--- src/hdl/irq_dispatch_pkg.sv ---
// constants for the interrupt priority and dispatch block
// assumes a 32-bit register bus; levels are 5-bit processor priorities
package irq_dispatch_pkg;
  localparam int LVL_W = 5;
  localparam int VEC_W = 16;
  localparam int NSRC  = 17;
  // priority levels
  localparam logic [4:0] LVL_PWR_FAIL = 5'h1e;
  localparam logic [4:0] LVL_HARD_ERR = 5'h1d;
  localparam logic [4:0] LVL_SOFT_ERR = 5'h1a;
  localparam logic [4:0] LVL_BUS_IPL  = 5'h17;
  localparam logic [4:0] LVL_HALT     = 5'h1f;
  // vector offsets into the system control block
  localparam logic [15:0] VEC_PWR_FAIL = 16'h000c;
  localparam logic [15:0] VEC_HARD_ERR = 16'h0060;
  localparam logic [15:0] VEC_SOFT_ERR = 16'h0054;
  localparam logic [15:0] VEC_MASS1    = 16'h0108;
  localparam logic [15:0] VEC_MASS2    = 16'h0104;
  localparam logic [15:0] BUS_VEC_BASE = 16'h0200;
  localparam logic [15:0] SW_VEC_BASE  = 16'h0080;
  // sources in falling priority order; the table gives level and vector
  localparam logic [4:0] SRC_PWR = 5'h00;
  localparam logic [4:0] SRC_HARD = 5'h01;
  localparam logic [4:0] SRC_SOFT = 5'h02;
  localparam logic [4:0] SRC_BR7 = 5'h03;
  localparam logic [4:0] SRC_BR6 = 5'h05;
  localparam logic [4:0] SRC_BR5 = 5'h06;
  localparam logic [4:0] SRC_MASS1 = 5'h0b;
  localparam logic [4:0] SRC_BR4 = 5'h0f;
  localparam logic [4:0] SRC_SW = 5'h10;
  localparam logic [4:0] SRC_LVL [NSRC] = '{5'h1e, 5'h1d, 5'h1a, 5'h17, 5'h16, 5'h16,
    5'h15, 5'h14, 5'h14, 5'h14, 5'h14, 5'h14, 5'h14, 5'h14, 5'h14, 5'h14, 5'h00};
  localparam logic [15:0] SRC_VEC [NSRC] = '{16'h000c, 16'h0060, 16'h0054, 16'h0000,
    16'h00c0, 16'h0000, 16'h0000, 16'h00f8, 16'h00fc, 16'h0078, 16'h007c, 16'h0108,
    16'h0104, 16'h010c, 16'h0204, 16'h0000, 16'h0000};
  // register indices; byte address is four times the index
  localparam logic [7:0] IDX_PRIORITY_LEVEL = 8'h12;
  localparam logic [7:0] IDX_SOFT_REQUEST   = 8'h14;
  localparam logic [7:0] IDX_SOFT_PENDING   = 8'h15;
  localparam logic [7:0] IDX_EVENT_STATUS   = 8'h20;
  localparam logic [7:0] IDX_EVENT_MASK     = 8'h21;
  localparam logic [7:0] IDX_LAST_DISPATCH  = 8'h22;
  // event status bits
  localparam int EV_W = 5;
  localparam int EV_DISPATCH = 0;
  localparam int EV_HALT     = 1;
  localparam int EV_SOFT     = 2;
  localparam int EV_HARD     = 3;
  localparam int EV_PWR      = 4;
  localparam logic [1:0] RESP_OKAY   = 2'h0;
  localparam logic [1:0] RESP_DECERR = 2'h3;
endpackage

--- src/hdl/cpu_interrupt_priority_dispatch.sv ---
// interrupt priority encoder, dispatcher and priority registers
// assumes an axi4-lite master and a core that raises CORE_READY at boundaries
// Summary of operation
// - soft error interrupt uses level 1A, vector 54
// - hard error interrupt uses level 1D, vector 60
// - power fail pin low gives level 1E, vector 0C
// - after any expansion bus request, priority becomes 17
// - other interrupts set priority equal to their own level
// - bus request vector is device vector plus 200
// - at level 14 mass storage one uses 108, two uses 104
// - soft pending summary holds flags for levels 1 to 15
// - priority level register write loads the processor priority field
// - soft request register write posts request at the written level
// - cache parity and ecc errors report as soft errors
// - bad length, reserved command, timeouts, unacked data are soft errors
// - i/o read timeout or nonexistent memory errors are soft errors
// - taking an interrupt saves pc and status longword first
// - halt saves state and code, priority 1F, control to firmware
`timescale 1ns/10ps
`default_nettype none
module cpu_interrupt_priority_dispatch
  import irq_dispatch_pkg::*;
#(
  parameter int ADDR_W = 8,
  parameter int SOFT_W = 8,
  parameter int HARD_W = 4,
  parameter int BVEC_W = 9
) (
  input  wire logic              MCLK,
  input  wire logic              RST,
  input  wire logic [ADDR_W-1:0] AWADDR,
  input  wire logic              AWVALID,
  output logic                   AWREADY,
  input  wire logic [31:0]       WDATA,
  input  wire logic [3:0]        WSTRB,
  input  wire logic              WVALID,
  output logic                   WREADY,
  output logic [1:0]             BRESP,
  output logic                   BVALID,
  input  wire logic              BREADY,
  input  wire logic [ADDR_W-1:0] ARADDR,
  input  wire logic              ARVALID,
  output logic                   ARREADY,
  output logic [31:0]            RDATA,
  output logic [1:0]             RRESP,
  output logic                   RVALID,
  input  wire logic              RREADY,
  input  wire logic              POWER_FAIL_PIN_L,
  input  wire logic [HARD_W-1:0] HARD_ERR_SRC,
  input  wire logic [SOFT_W-1:0] SOFT_ERR_SRC,
  input  wire logic              INTERVAL_TIMER_REQ,
  input  wire logic              CONSOLE_RX_REQ,
  input  wire logic              CONSOLE_TX_REQ,
  input  wire logic              PROG_TIMER0_REQ,
  input  wire logic              PROG_TIMER1_REQ,
  input  wire logic              MASS_STORAGE1_REQ,
  input  wire logic              MASS_STORAGE2_REQ,
  input  wire logic              NETWORK_REQ,
  input  wire logic              DOORBELL_REQ,
  input  wire logic              BUS_REQUEST_LEVEL7_L,
  input  wire logic              BUS_REQUEST_LEVEL6_L,
  input  wire logic              BUS_REQUEST_LEVEL5_L,
  input  wire logic              BUS_REQUEST_LEVEL4_L,
  input  wire logic [BVEC_W-1:0] BUS_VECTOR,
  input  wire logic              HALT_REQ,
  input  wire logic [5:0]        HALT_CODE,
  input  wire logic              CORE_READY,
  input  wire logic [31:0]       CORE_PC,
  input  wire logic [31:0]       CORE_PSL,
  output logic                   DISPATCH_STB,
  output logic [VEC_W-1:0]       DISPATCH_VECTOR,
  output logic [LVL_W-1:0]       DISPATCH_LEVEL,
  output logic                   HALT_STB,
  output logic [5:0]             SAVED_HALT_CODE,
  output logic [31:0]            SAVED_PC,
  output logic [31:0]            SAVED_PSL,
  output logic [LVL_W-1:0]       PROCESSOR_PRIORITY,
  output logic                   IRQ
);
  typedef enum logic [2:0] {
    S_IDLE = 3'b001,
    S_DISP = 3'b010,
    S_HALT = 3'b100
  } state_t;

  // byte lanes merged into the old value; unwritten lanes are kept
  function automatic logic [31:0] merge(input logic [31:0] old, input logic [31:0] nw,
                                        input logic [3:0] strb);
    logic [31:0] r;
    r = old;
    for (int b = 0; b < 4; b++) begin
      if (strb[b]) begin
        r[b*8 +: 8] = nw[b*8 +: 8];
      end
    end
    return r;
  endfunction

  state_t            st_q, st_d;
  logic [4:0]        ipl_q, ipl_d;
  logic [15:1]       sw_sum_q, sw_sum_d;
  logic              pf_q, pf_d, hard_q, hard_d, soft_q, soft_d;
  logic [EV_W-1:0]   ev_q, ev_d, mask_q, mask_d;
  logic              irq_q, irq_d;
  logic              dstb_q, dstb_d, hstb_q, hstb_d, dbus_q, dbus_d;
  logic [15:0]       dvec_q, dvec_d;
  logic [4:0]        dlvl_q, dlvl_d;
  logic [5:0]        hcode_q, hcode_d;
  logic [31:0]       spc_q, spc_d, spsl_q, spsl_d;
  logic [NSRC-1:0]   req;
  logic [4:0]        src, best_lvl, sw_lvl;
  logic [15:0]       best_vec;
  logic              take;
  logic [ADDR_W-1:0] awaddr_q, awaddr_d;
  logic [31:0]       wdata_q, wdata_d, rdata_q, rdata_d;
  logic [3:0]        wstrb_q, wstrb_d;
  logic              awh_q, awh_d, wh_q, wh_d, bvalid_q, bvalid_d, rvalid_q, rvalid_d;
  logic [1:0]        bresp_q, bresp_d, rresp_q, rresp_d;
  logic              wr_en;
  logic [7:0]        wr_idx;
  logic [31:0]       wr_data;

  // request vector in falling priority order; bus lines are active low
  always_comb begin
    sw_lvl = '0;
    for (int i = 1; i < 16; i++) begin
      if (sw_sum_q[i]) begin
        sw_lvl = 5'(i);
      end
    end
    req = {sw_lvl != '0, !BUS_REQUEST_LEVEL4_L, DOORBELL_REQ, NETWORK_REQ,
           MASS_STORAGE2_REQ, MASS_STORAGE1_REQ, PROG_TIMER1_REQ, PROG_TIMER0_REQ,
           CONSOLE_TX_REQ, CONSOLE_RX_REQ, !BUS_REQUEST_LEVEL5_L, !BUS_REQUEST_LEVEL6_L,
           INTERVAL_TIMER_REQ, !BUS_REQUEST_LEVEL7_L, soft_q, hard_q, pf_q};
    src = SRC_SW;
    for (int s = NSRC - 1; s >= 0; s--) begin
      if (req[s]) begin
        src = 5'(s);
      end
    end
    best_lvl = (src == SRC_SW) ? sw_lvl : SRC_LVL[src];
    best_vec = SRC_VEC[src];
    if (src == SRC_SW) begin
      best_vec = SW_VEC_BASE + {9'h000, sw_lvl, 2'b00};
    end else if (src == SRC_BR7 || src == SRC_BR6 || src == SRC_BR5 || src == SRC_BR4) begin
      best_vec = BUS_VEC_BASE + 16'(BUS_VECTOR);
    end
    take = (st_q == S_IDLE) && CORE_READY && !HALT_REQ && (best_lvl > ipl_q);
  end

  // axi4-lite slave: one write and one read at a time, a read answers one cycle later, a write two
  always_comb begin
    awh_d = awh_q;
    wh_d = wh_q;
    awaddr_d = awaddr_q;
    wdata_d = wdata_q;
    wstrb_d = wstrb_q;
    bvalid_d = bvalid_q;
    bresp_d = bresp_q;
    rvalid_d = rvalid_q;
    rresp_d = rresp_q;
    rdata_d = rdata_q;
    wr_en = 1'b0;
    wr_idx = 8'(awaddr_q >> 2);
    wr_data = wdata_q;
    if (AWVALID && !awh_q) begin
      awh_d = 1'b1;
      awaddr_d = AWADDR;
    end
    if (WVALID && !wh_q) begin
      wh_d = 1'b1;
      wdata_d = WDATA;
      wstrb_d = WSTRB;
    end
    if (bvalid_q && BREADY) begin
      bvalid_d = 1'b0;
    end
    if (awh_q && wh_q && !bvalid_q) begin
      wr_en = 1'b1;
      awh_d = 1'b0;
      wh_d = 1'b0;
      bvalid_d = 1'b1;
      bresp_d = RESP_OKAY;
      case (wr_idx)
        IDX_PRIORITY_LEVEL: wr_data = merge({11'h000, ipl_q, 16'h0000}, wdata_q, wstrb_q);
        IDX_SOFT_PENDING:   wr_data = merge({16'h0000, sw_sum_q, 1'b0}, wdata_q, wstrb_q);
        IDX_EVENT_MASK:     wr_data = merge({27'h0, mask_q}, wdata_q, wstrb_q);
        IDX_SOFT_REQUEST, IDX_EVENT_STATUS: wr_data = merge(32'h0, wdata_q, wstrb_q);
        IDX_LAST_DISPATCH:  wr_data = wdata_q;
        default:            bresp_d = RESP_DECERR;
      endcase
    end
    if (rvalid_q && RREADY) begin
      rvalid_d = 1'b0;
    end else if (ARVALID && !rvalid_q) begin
      rvalid_d = 1'b1;
      rresp_d = RESP_OKAY;
      case (8'(ARADDR >> 2))
        IDX_PRIORITY_LEVEL: rdata_d = {11'h000, ipl_q, 16'h0000};
        IDX_SOFT_REQUEST:   rdata_d = 32'h0; // write only
        IDX_SOFT_PENDING:   rdata_d = {16'h0000, sw_sum_q, 1'b0};
        IDX_EVENT_STATUS:   rdata_d = {27'h0, ev_q};
        IDX_EVENT_MASK:     rdata_d = {27'h0, mask_q};
        IDX_LAST_DISPATCH:  rdata_d = {11'h000, dlvl_q, dvec_q};
        default: begin
          rdata_d = 32'h0;
          rresp_d = RESP_DECERR;
        end
      endcase
    end
  end

  // dispatch and halt sequencing; a software write to the level wins
  always_comb begin
    st_d = st_q;
    ipl_d = ipl_q;
    sw_sum_d = sw_sum_q;
    pf_d = pf_q;
    hard_d = hard_q;
    soft_d = soft_q;
    dstb_d = 1'b0;
    hstb_d = 1'b0;
    dbus_d = dbus_q;
    dvec_d = dvec_q;
    dlvl_d = dlvl_q;
    hcode_d = hcode_q;
    spc_d = spc_q;
    spsl_d = spsl_q;
    ev_d = ev_q;
    mask_d = mask_q;
    case (st_q)
      S_IDLE: begin
        if (HALT_REQ && CORE_READY) begin
          st_d = S_HALT;
          ipl_d = LVL_HALT;
          hstb_d = 1'b1;
          hcode_d = HALT_CODE;
          spc_d = CORE_PC;
          spsl_d = CORE_PSL;
        end else if (take) begin
          st_d = S_DISP;
          spc_d = CORE_PC;
          spsl_d = CORE_PSL;
          dstb_d = 1'b1;
          dvec_d = best_vec;
          dlvl_d = best_lvl;
          dbus_d = (best_vec >= BUS_VEC_BASE) && (SRC_VEC[src] == '0) && (src != SRC_SW);
          ipl_d = dbus_d ? LVL_BUS_IPL : best_lvl;
          if (src == SRC_PWR) pf_d = 1'b0;
          if (src == SRC_HARD) hard_d = 1'b0;
          if (src == SRC_SOFT) soft_d = 1'b0;
          if (src == SRC_SW) sw_sum_d[sw_lvl[3:0]] = 1'b0;
        end
      end
      S_DISP: st_d = S_IDLE; // one quiet cycle lets the core see the strobe
      S_HALT: begin
        if (!HALT_REQ) begin
          st_d = S_IDLE; // firmware has taken over and dropped the request
        end
      end
      default: st_d = S_IDLE;
    endcase
    // sources set after clears so an event in the clearing cycle survives
    if (!POWER_FAIL_PIN_L) pf_d = 1'b1;
    if (|HARD_ERR_SRC) hard_d = 1'b1;
    if (|SOFT_ERR_SRC) soft_d = 1'b1;
    if (wr_en && wr_idx == IDX_PRIORITY_LEVEL) ipl_d = wr_data[20:16];
    if (wr_en && wr_idx == IDX_SOFT_PENDING) sw_sum_d = wr_data[15:1];
    if (wr_en && wr_idx == IDX_SOFT_REQUEST && wr_data[3:0] != '0) begin
      sw_sum_d[wr_data[3:0]] = 1'b1;
    end
    if (wr_en && wr_idx == IDX_EVENT_MASK) mask_d = wr_data[EV_W-1:0];
    if (wr_en && wr_idx == IDX_EVENT_STATUS) ev_d = ev_q & ~wr_data[EV_W-1:0];
    ev_d = ev_d | {!POWER_FAIL_PIN_L, |HARD_ERR_SRC, |SOFT_ERR_SRC, hstb_d, dstb_d};
    irq_d = |(ev_d & mask_d);
  end

  // state registers
  always_ff @(posedge MCLK) begin
    if (RST) begin
      st_q <= S_IDLE;
      ipl_q <= LVL_HALT; // comes out of reset blocking every maskable source
      sw_sum_q <= '0;
      {pf_q, hard_q, soft_q, dstb_q, hstb_q, dbus_q, irq_q} <= '0;
      {dvec_q, dlvl_q, hcode_q, spc_q, spsl_q, ev_q, mask_q} <= '0;
      {awh_q, wh_q, bvalid_q, rvalid_q, bresp_q, rresp_q} <= '0;
      {awaddr_q, wdata_q, wstrb_q, rdata_q} <= '0;
    end else begin
      st_q <= st_d;
      ipl_q <= ipl_d;
      sw_sum_q <= sw_sum_d;
      {pf_q, hard_q, soft_q, dstb_q, hstb_q, dbus_q, irq_q} <=
        {pf_d, hard_d, soft_d, dstb_d, hstb_d, dbus_d, irq_d};
      {dvec_q, dlvl_q, hcode_q, spc_q, spsl_q, ev_q, mask_q} <=
        {dvec_d, dlvl_d, hcode_d, spc_d, spsl_d, ev_d, mask_d};
      {awh_q, wh_q, bvalid_q, rvalid_q, bresp_q, rresp_q} <=
        {awh_d, wh_d, bvalid_d, rvalid_d, bresp_d, rresp_d};
      {awaddr_q, wdata_q, wstrb_q, rdata_q} <= {awaddr_d, wdata_d, wstrb_d, rdata_d};
    end
  end

  // outputs straight from flops
  assign AWREADY = !awh_q;
  assign WREADY = !wh_q;
  assign BVALID = bvalid_q;
  assign BRESP = bresp_q;
  assign ARREADY = !rvalid_q;
  assign RVALID = rvalid_q;
  assign RDATA = rdata_q;
  assign RRESP = rresp_q;
  assign DISPATCH_STB = dstb_q;
  assign DISPATCH_VECTOR = dvec_q;
  assign DISPATCH_LEVEL = dlvl_q;
  assign HALT_STB = hstb_q;
  assign SAVED_HALT_CODE = hcode_q;
  assign SAVED_PC = spc_q;
  assign SAVED_PSL = spsl_q;
  assign PROCESSOR_PRIORITY = ipl_q;
  assign IRQ = irq_q;
endmodule
`default_nettype wire

--- config.mk ---
export PLATFORM = sky130hd
export DESIGN_NAME = cpu_interrupt_priority_dispatch
export DESIGN_NICKNAME = d
export VERILOG_FILES = /design/src/hdl/irq_dispatch_pkg.sv /design/src/hdl/cpu_interrupt_priority_dispatch.sv
export SDC_FILE = /design/constraint.sdc
export NUM_CORES = 1
export LEC_CHECK = 0
export BUFFER_PORTS_ARGS = -buffer_cell sky130_fd_sc_hd__buf_2
export CAP_MARGIN = 20
export CORE_MARGIN = 10
export CORE_UTILIZATION = 50
export CTS_CLUSTER_DIAMETER = 80
export DETAILED_ROUTE_END_ITERATION = 6
export GPL_ROUTABILITY_DRIVEN = 0
export PLACE_DENSITY = 0.8
export SYNTH_ARGS = -nofsm -noshare
export SYNTH_HDL_FRONTEND = slang
export SYNTH_SLANG_ARGS = --single-unit
export TNS_END_PERCENT = 10
--- constraint.sdc ---
create_clock -name MCLK -period 5.5 [get_ports MCLK]
set_input_delay 0.275 -clock MCLK [delete_from_list [all_inputs] [get_ports MCLK]]
set_output_delay 0.275 -clock MCLK [all_outputs]
set_load 0.01 [all_outputs]
Word level (Yosys, flattened, before mapping)

Memory sizes are Yosys's and may differ from the RTL's.
Cells that the tools add are included.

Add/sub/neg operators: 2
$lt $le $gt $ge: 7
Equality and inequality tests: 31
Multiplexer cells: 98
Bitwise logic cells: 10
Reductions and logical operators: 60

Operators by type and width:

| cell                                                                                  | number |
|---|---|
| 5-bit 2-to-1 mux                                                                      | 40 |
| 32-bit 2-to-1 mux                                                                     | 4 |
| 21-bit one-hot mux with 5 select lines                                                | 1 |
| 15-bit 2-to-1 mux                                                                     | 6 |
| 21-bit one-hot mux with 4 select lines                                                | 1 |
| 16-bit 2-to-1 mux                                                                     | 4 |
| 8-bit 2-to-1 mux                                                                      | 5 |
| 6-bit by 5-bit == test with 1-bit output, second input constant                       | 6 |
| 6-bit == test, second input constant                                                  | 6 |
| 1-bit 2-to-1 mux                                                                      | 26 |
| 1-bit logical AND                                                                     | 21 |
| 21-bit 2-to-1 mux                                                                     | 1 |
| 2-bit nonzero test                                                                    | 9 |
| 16-bit by 10-bit greater-or-equal comparator with 1-bit output, second input constant | 1 |
| 16-bit zero test                                                                      | 1 |
| 15-bit AND                                                                            | 1 |
| 15-bit inverter                                                                       | 1 |
| 15-bit bitwise OR                                                                     | 1 |
| 4-bit AND reduction                                                                   | 3 |
| 6-bit OR reduction                                                                    | 2 |
| 10-bit by 9-bit adder with 11-bit output, first input constant                        | 1 |
| 5-bit AND                                                                             | 2 |
| 5-bit by 2-bit == test with 1-bit output, second input constant                       | 2 |
| 5-bit by 3-bit == test with 1-bit output, second input constant                       | 2 |
| 34 further kinds                                                                      | 61 |

Bits in registers: 203
Bits in read-only memories: 672
Input bits: 166
Output and inout port bits: 140
Memories: 2

Memory list:

| memory          | words | width | read ports | clocked after memory_dff | write ports | RTL line                               | RTL |
|---|---|---|---|---|---|---|---|
| (no name shown) | 32    | 16    | 1          | 0                        | 0           | cpu_interrupt_priority_dispatch.sv:247 | `dbus_d = (best_vec >= BUS_VEC_BASE) && (SRC_VEC[src] == '0) && (src != SRC_SW);` |
| (no name shown) | 32    | 5     | 1          | 0                        | 0           | cpu_interrupt_priority_dispatch.sv:141 | `best_lvl = (src == SRC_SW) ? sw_lvl : SRC_LVL[src];` |

Logic depth before layout (Yosys ltp)

Word-level depth: 30
Mapped depth: 20
Gate-level depth less buffers: 18

Worst setup path before layout

OpenSTA, ideal clock, no wires.

Path type: input port to flip-flop
From: in BUS_REQUEST_LEVEL4_L
To: reg sw_sum_q[6] in the netlist's numbering
Arrival time: 4.088 ns
Data required time: 5.367 ns
Slack: 1.279 ns
Cell stages on the path: 17
Buffers on the path: 1
Path through: nor2b_1 o311ai_0 a311oi_1 or3_1 ha_1 and2_2 buf_2 a2111oi_0 inv_1 ha_1 nand2_1 nor2_1 nor4bb_1 o21ai_1 or4_4 o311ai_2 a31oi_1

Word-level cells in the longest chain between the ends: 29
Elaborated cells on any way between the ends: 31
Classes of those cells: order compare (1); eq/ne (1); mux (25); bitwise (2); reduce/logical (1); memory (1)

Ends and longest elaborated chain:

| item                                                   | RTL line                               | RTL |
|---|---|---|
| from (decl)                                            | cpu_interrupt_priority_dispatch.sv:63  | `input wire logic BUS_REQUEST_LEVEL4_L,` |
| 5-bit 2-to-1 mux (*) (16 in a row)                     | cpu_interrupt_priority_dispatch.sv:137 | `if (req[s]) begin` |
| 5-bit inverter with 6-bit output (not written as such) | cpu_interrupt_priority_dispatch.sv:141 |  |
| memory read 32 x 5 bit                                 | -                                      |  |
| 5-bit 2-to-1 mux (not written as such) (2 in a row)    | cpu_interrupt_priority_dispatch.sv:141 |  |
| 5-bit 2-to-1 mux (*)                                   | cpu_interrupt_priority_dispatch.sv:141 |  |
| named net best_lvl[3]                                  | cpu_interrupt_priority_dispatch.sv:111 | `logic [4:0] src, best_lvl, sw_lvl;` |
| 5-bit > comparator (*)                                 | cpu_interrupt_priority_dispatch.sv:148 | `take = (st_q == S_IDLE) && CORE_READY && !HALT_REQ && (best_lvl > ipl_q);` |
| 1-bit logical AND (*)                                  | cpu_interrupt_priority_dispatch.sv:148 |  |
| 15-bit 2-to-1 mux (*)                                  | cpu_interrupt_priority_dispatch.sv:240 | `end else if (take) begin` |
| 15-bit 2-to-1 mux (*)                                  | cpu_interrupt_priority_dispatch.sv:233 | `if (HALT_REQ && CORE_READY) begin` |
| 15-bit 2-to-1 mux (*)                                  | cpu_interrupt_priority_dispatch.sv:231 | `case (st_q)` |
| 15-bit 2-to-1 mux (*)                                  | cpu_interrupt_priority_dispatch.sv:268 | `if (wr_en && wr_idx == IDX_SOFT_PENDING) sw_sum_d = wr_data[15:1];` |
| 15-bit bitwise OR (no line)                            | -                                      |  |
| 15-bit 2-to-1 mux (*)                                  | cpu_interrupt_priority_dispatch.sv:269 | `if (wr_en && wr_idx == IDX_SOFT_REQUEST && wr_data[3:0] != '0) begin` |
| to (signal assigned)                                   | cpu_interrupt_priority_dispatch.sv:291 | `sw_sum_q <= sw_sum_d;` |
| to (decl)                                              | cpu_interrupt_priority_dispatch.sv:101 | `logic [15:1] sw_sum_q, sw_sum_d;` |

The timed path passes the listed nets; every way through them passes the cells marked *. The select of a mux whose other input is x is not followed.
A chain may end at the register's enable or synchronous reset.

Worst setup path after layout

From: reg soft_q
To: reg spc_q[13] (netlist: SAVED_PC[13])

Word-level cells in the longest chain between the ends: 12
Elaborated cells on any way between the ends: 13
Classes of those cells: order compare (1); eq/ne (1); mux (6); bitwise (1); reduce/logical (3); memory (1)

Ends and longest elaborated chain:

| item                                                   | RTL line                               | RTL |
|---|---|---|
| from (decl)                                            | cpu_interrupt_priority_dispatch.sv:102 | `logic pf_q, pf_d, hard_q, hard_d, soft_q, soft_d;` |
| from (signal assigned)                                 | cpu_interrupt_priority_dispatch.sv:292 | `{pf_q, hard_q, soft_q, dstb_q, hstb_q, dbus_q, irq_q} <=` |
| 5-bit 2-to-1 mux (*) (3 in a row)                      | cpu_interrupt_priority_dispatch.sv:137 |  |
| 5-bit inverter with 6-bit output (not written as such) | cpu_interrupt_priority_dispatch.sv:141 |  |
| memory read 32 x 5 bit                                 | -                                      |  |
| 5-bit 2-to-1 mux (not written as such) (2 in a row)    | cpu_interrupt_priority_dispatch.sv:141 |  |
| 5-bit 2-to-1 mux (*)                                   | cpu_interrupt_priority_dispatch.sv:141 |  |
| named net best_lvl[1]                                  | cpu_interrupt_priority_dispatch.sv:111 |  |
| 5-bit > comparator (*)                                 | cpu_interrupt_priority_dispatch.sv:148 |  |
| 1-bit logical AND (*)                                  | cpu_interrupt_priority_dispatch.sv:148 |  |
| 2-bit nonzero test (no line) (*)                       | -                                      |  |
| 2-bit AND reduction (no line) (*)                      | -                                      |  |
| to (signal assigned)                                   | cpu_interrupt_priority_dispatch.sv:294 | `{dvec_q, dlvl_q, hcode_q, spc_q, spsl_q, ev_q, mask_q} <=` |
| to (decl)                                              | cpu_interrupt_priority_dispatch.sv:109 | `logic [31:0] spc_q, spc_d, spsl_q, spsl_d;` |

Marks and branches as above.

==> flow_summary.toml <==
[die]
coreArea_um2 = 16600
die_area_um2 = 22500
initial_core_util_pct = 51.0
row_count = 47
num_io_pins = 306
die_w_um = 150
chipHeight_um = 150

[clock_network]
clkSlewWorstSetupHoldPaths_ps = 70
cts_max_level = 4
cts.repair.resized = 0
clk_latency_ps = 440
clock-sinks = 181
cts_hold_buf = 0
cts_tree = "done"
post_cts_buffers = 0
clk_path_buf_depth = 2
numCtsBuffers = 17
root_buffer = "clkbuf_16"

[sta]
rsz0062_at_grt = "no"
fin_skew_ps = 8.99
worst_slew_pin_slew_ps = 1130
setup_viol = 0
tns_ps = 0
finalWorstSetupSlack_ps = 1190
hold_viol_final = 0
drv_slew = 0
finalCritPeriodShare_pct = 78.4
clock.fmax_mhz = 232
relSlewSlack_pct = 24.2
period_needed_ps = 4310

[global_routing]
overflow = 0
grt_pass1_vias = 8172
grt_max_degree = 93
grt_antenna_before_repair = 0
grtUsageTotal_pct = 24.1
grt_pass1_wl_mm = 43.4

[status]
status = "finished clean"

[placement]
io_buffers = 272
place_hpwl_mm = 22.3
pre_cts_ws_ps = 845

[critical_path]
cp-startpoint = "soft_q"
crit_type = "reg -> reg"
cp_common_cell = "a21oi_1"
max_stage_delay_ps = 650
crit_chain = "or4b_4 -> nor4_4 -> nand2_2 -> nor2_1 -> a21oi_1 -> inv_1 -> ha_1 -> nor2b_1 -> o21ai_0 -> a21oi_1 -> o21a_1 -> buf_4 -> nor2_4 -> buf_12 -> nand2_1 -> a21oi_1"
crit_slowest_cell = "or4b_4"
crit_path_max_fanout = 47
required_ps = 5850
worstSetupEndpointType = "flop"
r2r-start = "soft_q"
cp_num_buf_inv = 3
worstSetupStartpointType = "flop"
cp_top_family = "simple AND/OR/NAND/NOR gates"
worstPathArrival_ps = 4660

[logic_synthesis]
synthDistinctLibCells = 65
yosys.area.top_type = "dfxtp_1"
synthCells = 1095
ys_ff_latch = 181
ys.warnings.count = 0
synth_top_area_share_pct = 42.9
ys_seq_area_share_pct = 42.9
synth_edf_count = 0
avgSynthCellArea_um2 = 7.72
syn_area_um2 = 8450
ys_async_sr_fraction_pct = 0
synthTopCellsByArea = "dfxtp_1 (43%), nand2_1 (11%), a21oi_1 (9.4%)"
synth_ff_type = "dfxtp_1"

[hold_path]
min_from = "RREADY"
hold_path_class = "in -> reg"

[drt]
drt-initial-drc-count = 859
ant_nets = 0
dr.pass1.iters = 5
drc = 0
wire_per_inst_um = 18.2
detail_route.vias_per_cell = 5.51
routed_wl_mm = 28.5
vias = 8628

[final_layout]
layout-drive-gt1-share_pct = 24.9
areaGrowthSynthToFinish_pct = 23.8
final_cell_mix = "buf_2 (271), nand2_1 (253), dfxtp_1 (181)"
final_common_cell = "buf_2"
layout.nets = 1506

[job]
drv_cap = 0

[pwr]
cellPowerDensity_nw_per_um2 = 316
leakage_nw = 4.51
peakVddDrop_uv = 223
[through the flow]
step	power (mW)	hold WS, ps	util, %	instance area [um2]	instances
after floorplan	1.87	367	-	8510	1111
after global placement	2.10	435	59.5	9870	1530
after detailed placement	2.12	441	59.5	9870	1531
after CTS	3.32	8.39	63.1	10500	1563
after global routing	3.44	25.8	63.1	10500	1563
final	3.31	20.9	63.1	10500	1567
[logic make-up after synthesis]
kind of cell    Yosys count  synth area share, %
compound gates          302                 21.9
fa+ha+maj                10                 1.48
buf+inv                 108                 5.95
flops                   181                 42.9
mux                      25                 3.02
other cells               1               0.0444
simple gates            468                 24.7
[registers in the layout, summed over array words and instances (netlist names), 3 cells and up]
register,flops
SAVED_PC,32
DISPATCH_LEVEL,5
ev_q,5
wdata_q,21
SAVED_HALT_CODE,6
wstrb_q,3
RDATA,21
st_q,3
sw_sum_q,15
mask_q,5
DISPATCH_VECTOR,10
awaddr_q,6
SAVED_PSL,32
PROCESSOR_PRIORITY,5
[power by group]
group,internal [mW],total [mW],leakage (nW),switching (mW)
Clock,0.685,1.22,0.287,0.532
Sequential,1.41,1.48,1.48,0.0654
Combinational,0.235,0.613,2.75,0.379
Total,2.33,3.31,4.51,0.976
[layout make-up]
| type | instances | area, um2 |
|---|---|---|
| diodes | 4 | 10.0 |
| inverters | 21 | 78.8 |
| flip-flops and latches | 181 | 3620 |
| clock inverters | 14 | 148 |
| clock buffers | 18 | 439 |
| repair buffers | 287 | 1500 |
| fillers | 1467 | 6120 |
| multi-input cells | 822 | 4400 |
| well taps | 220 | 275 |
[metal layers]
metal,track usage [%],part of all wire [%]
met5,0,0
met4,7.53,1.9
met3,5.65,8.5
met2,42.9,50
met1,28.0,39
[final timing paths]
check | to | slack, ps | cells after the start
max | SAVED_PC[13] | 1190 | 16
min | RVALID | 20 | 2
min reg2reg | SAVED_PSL[19] | 450 | 2
max reg2reg | SAVED_PC[13] | 1190 | 16
[Yosys cell counts (16+ instances only)]
library cell / number
a22oi_1: 23
a21oi_1: 159
nand3_1: 17
nor2b_1: 16
nor2_1: 89
mux2i_1: 21
o21ai_0: 28
inv_1: 21
clkbuf_1: 54
nor3_1: 26
nand2_1: 254
dfxtp_1: 181
buf_4: 19
Note: power is estimated with default switching activity, not from simulation.
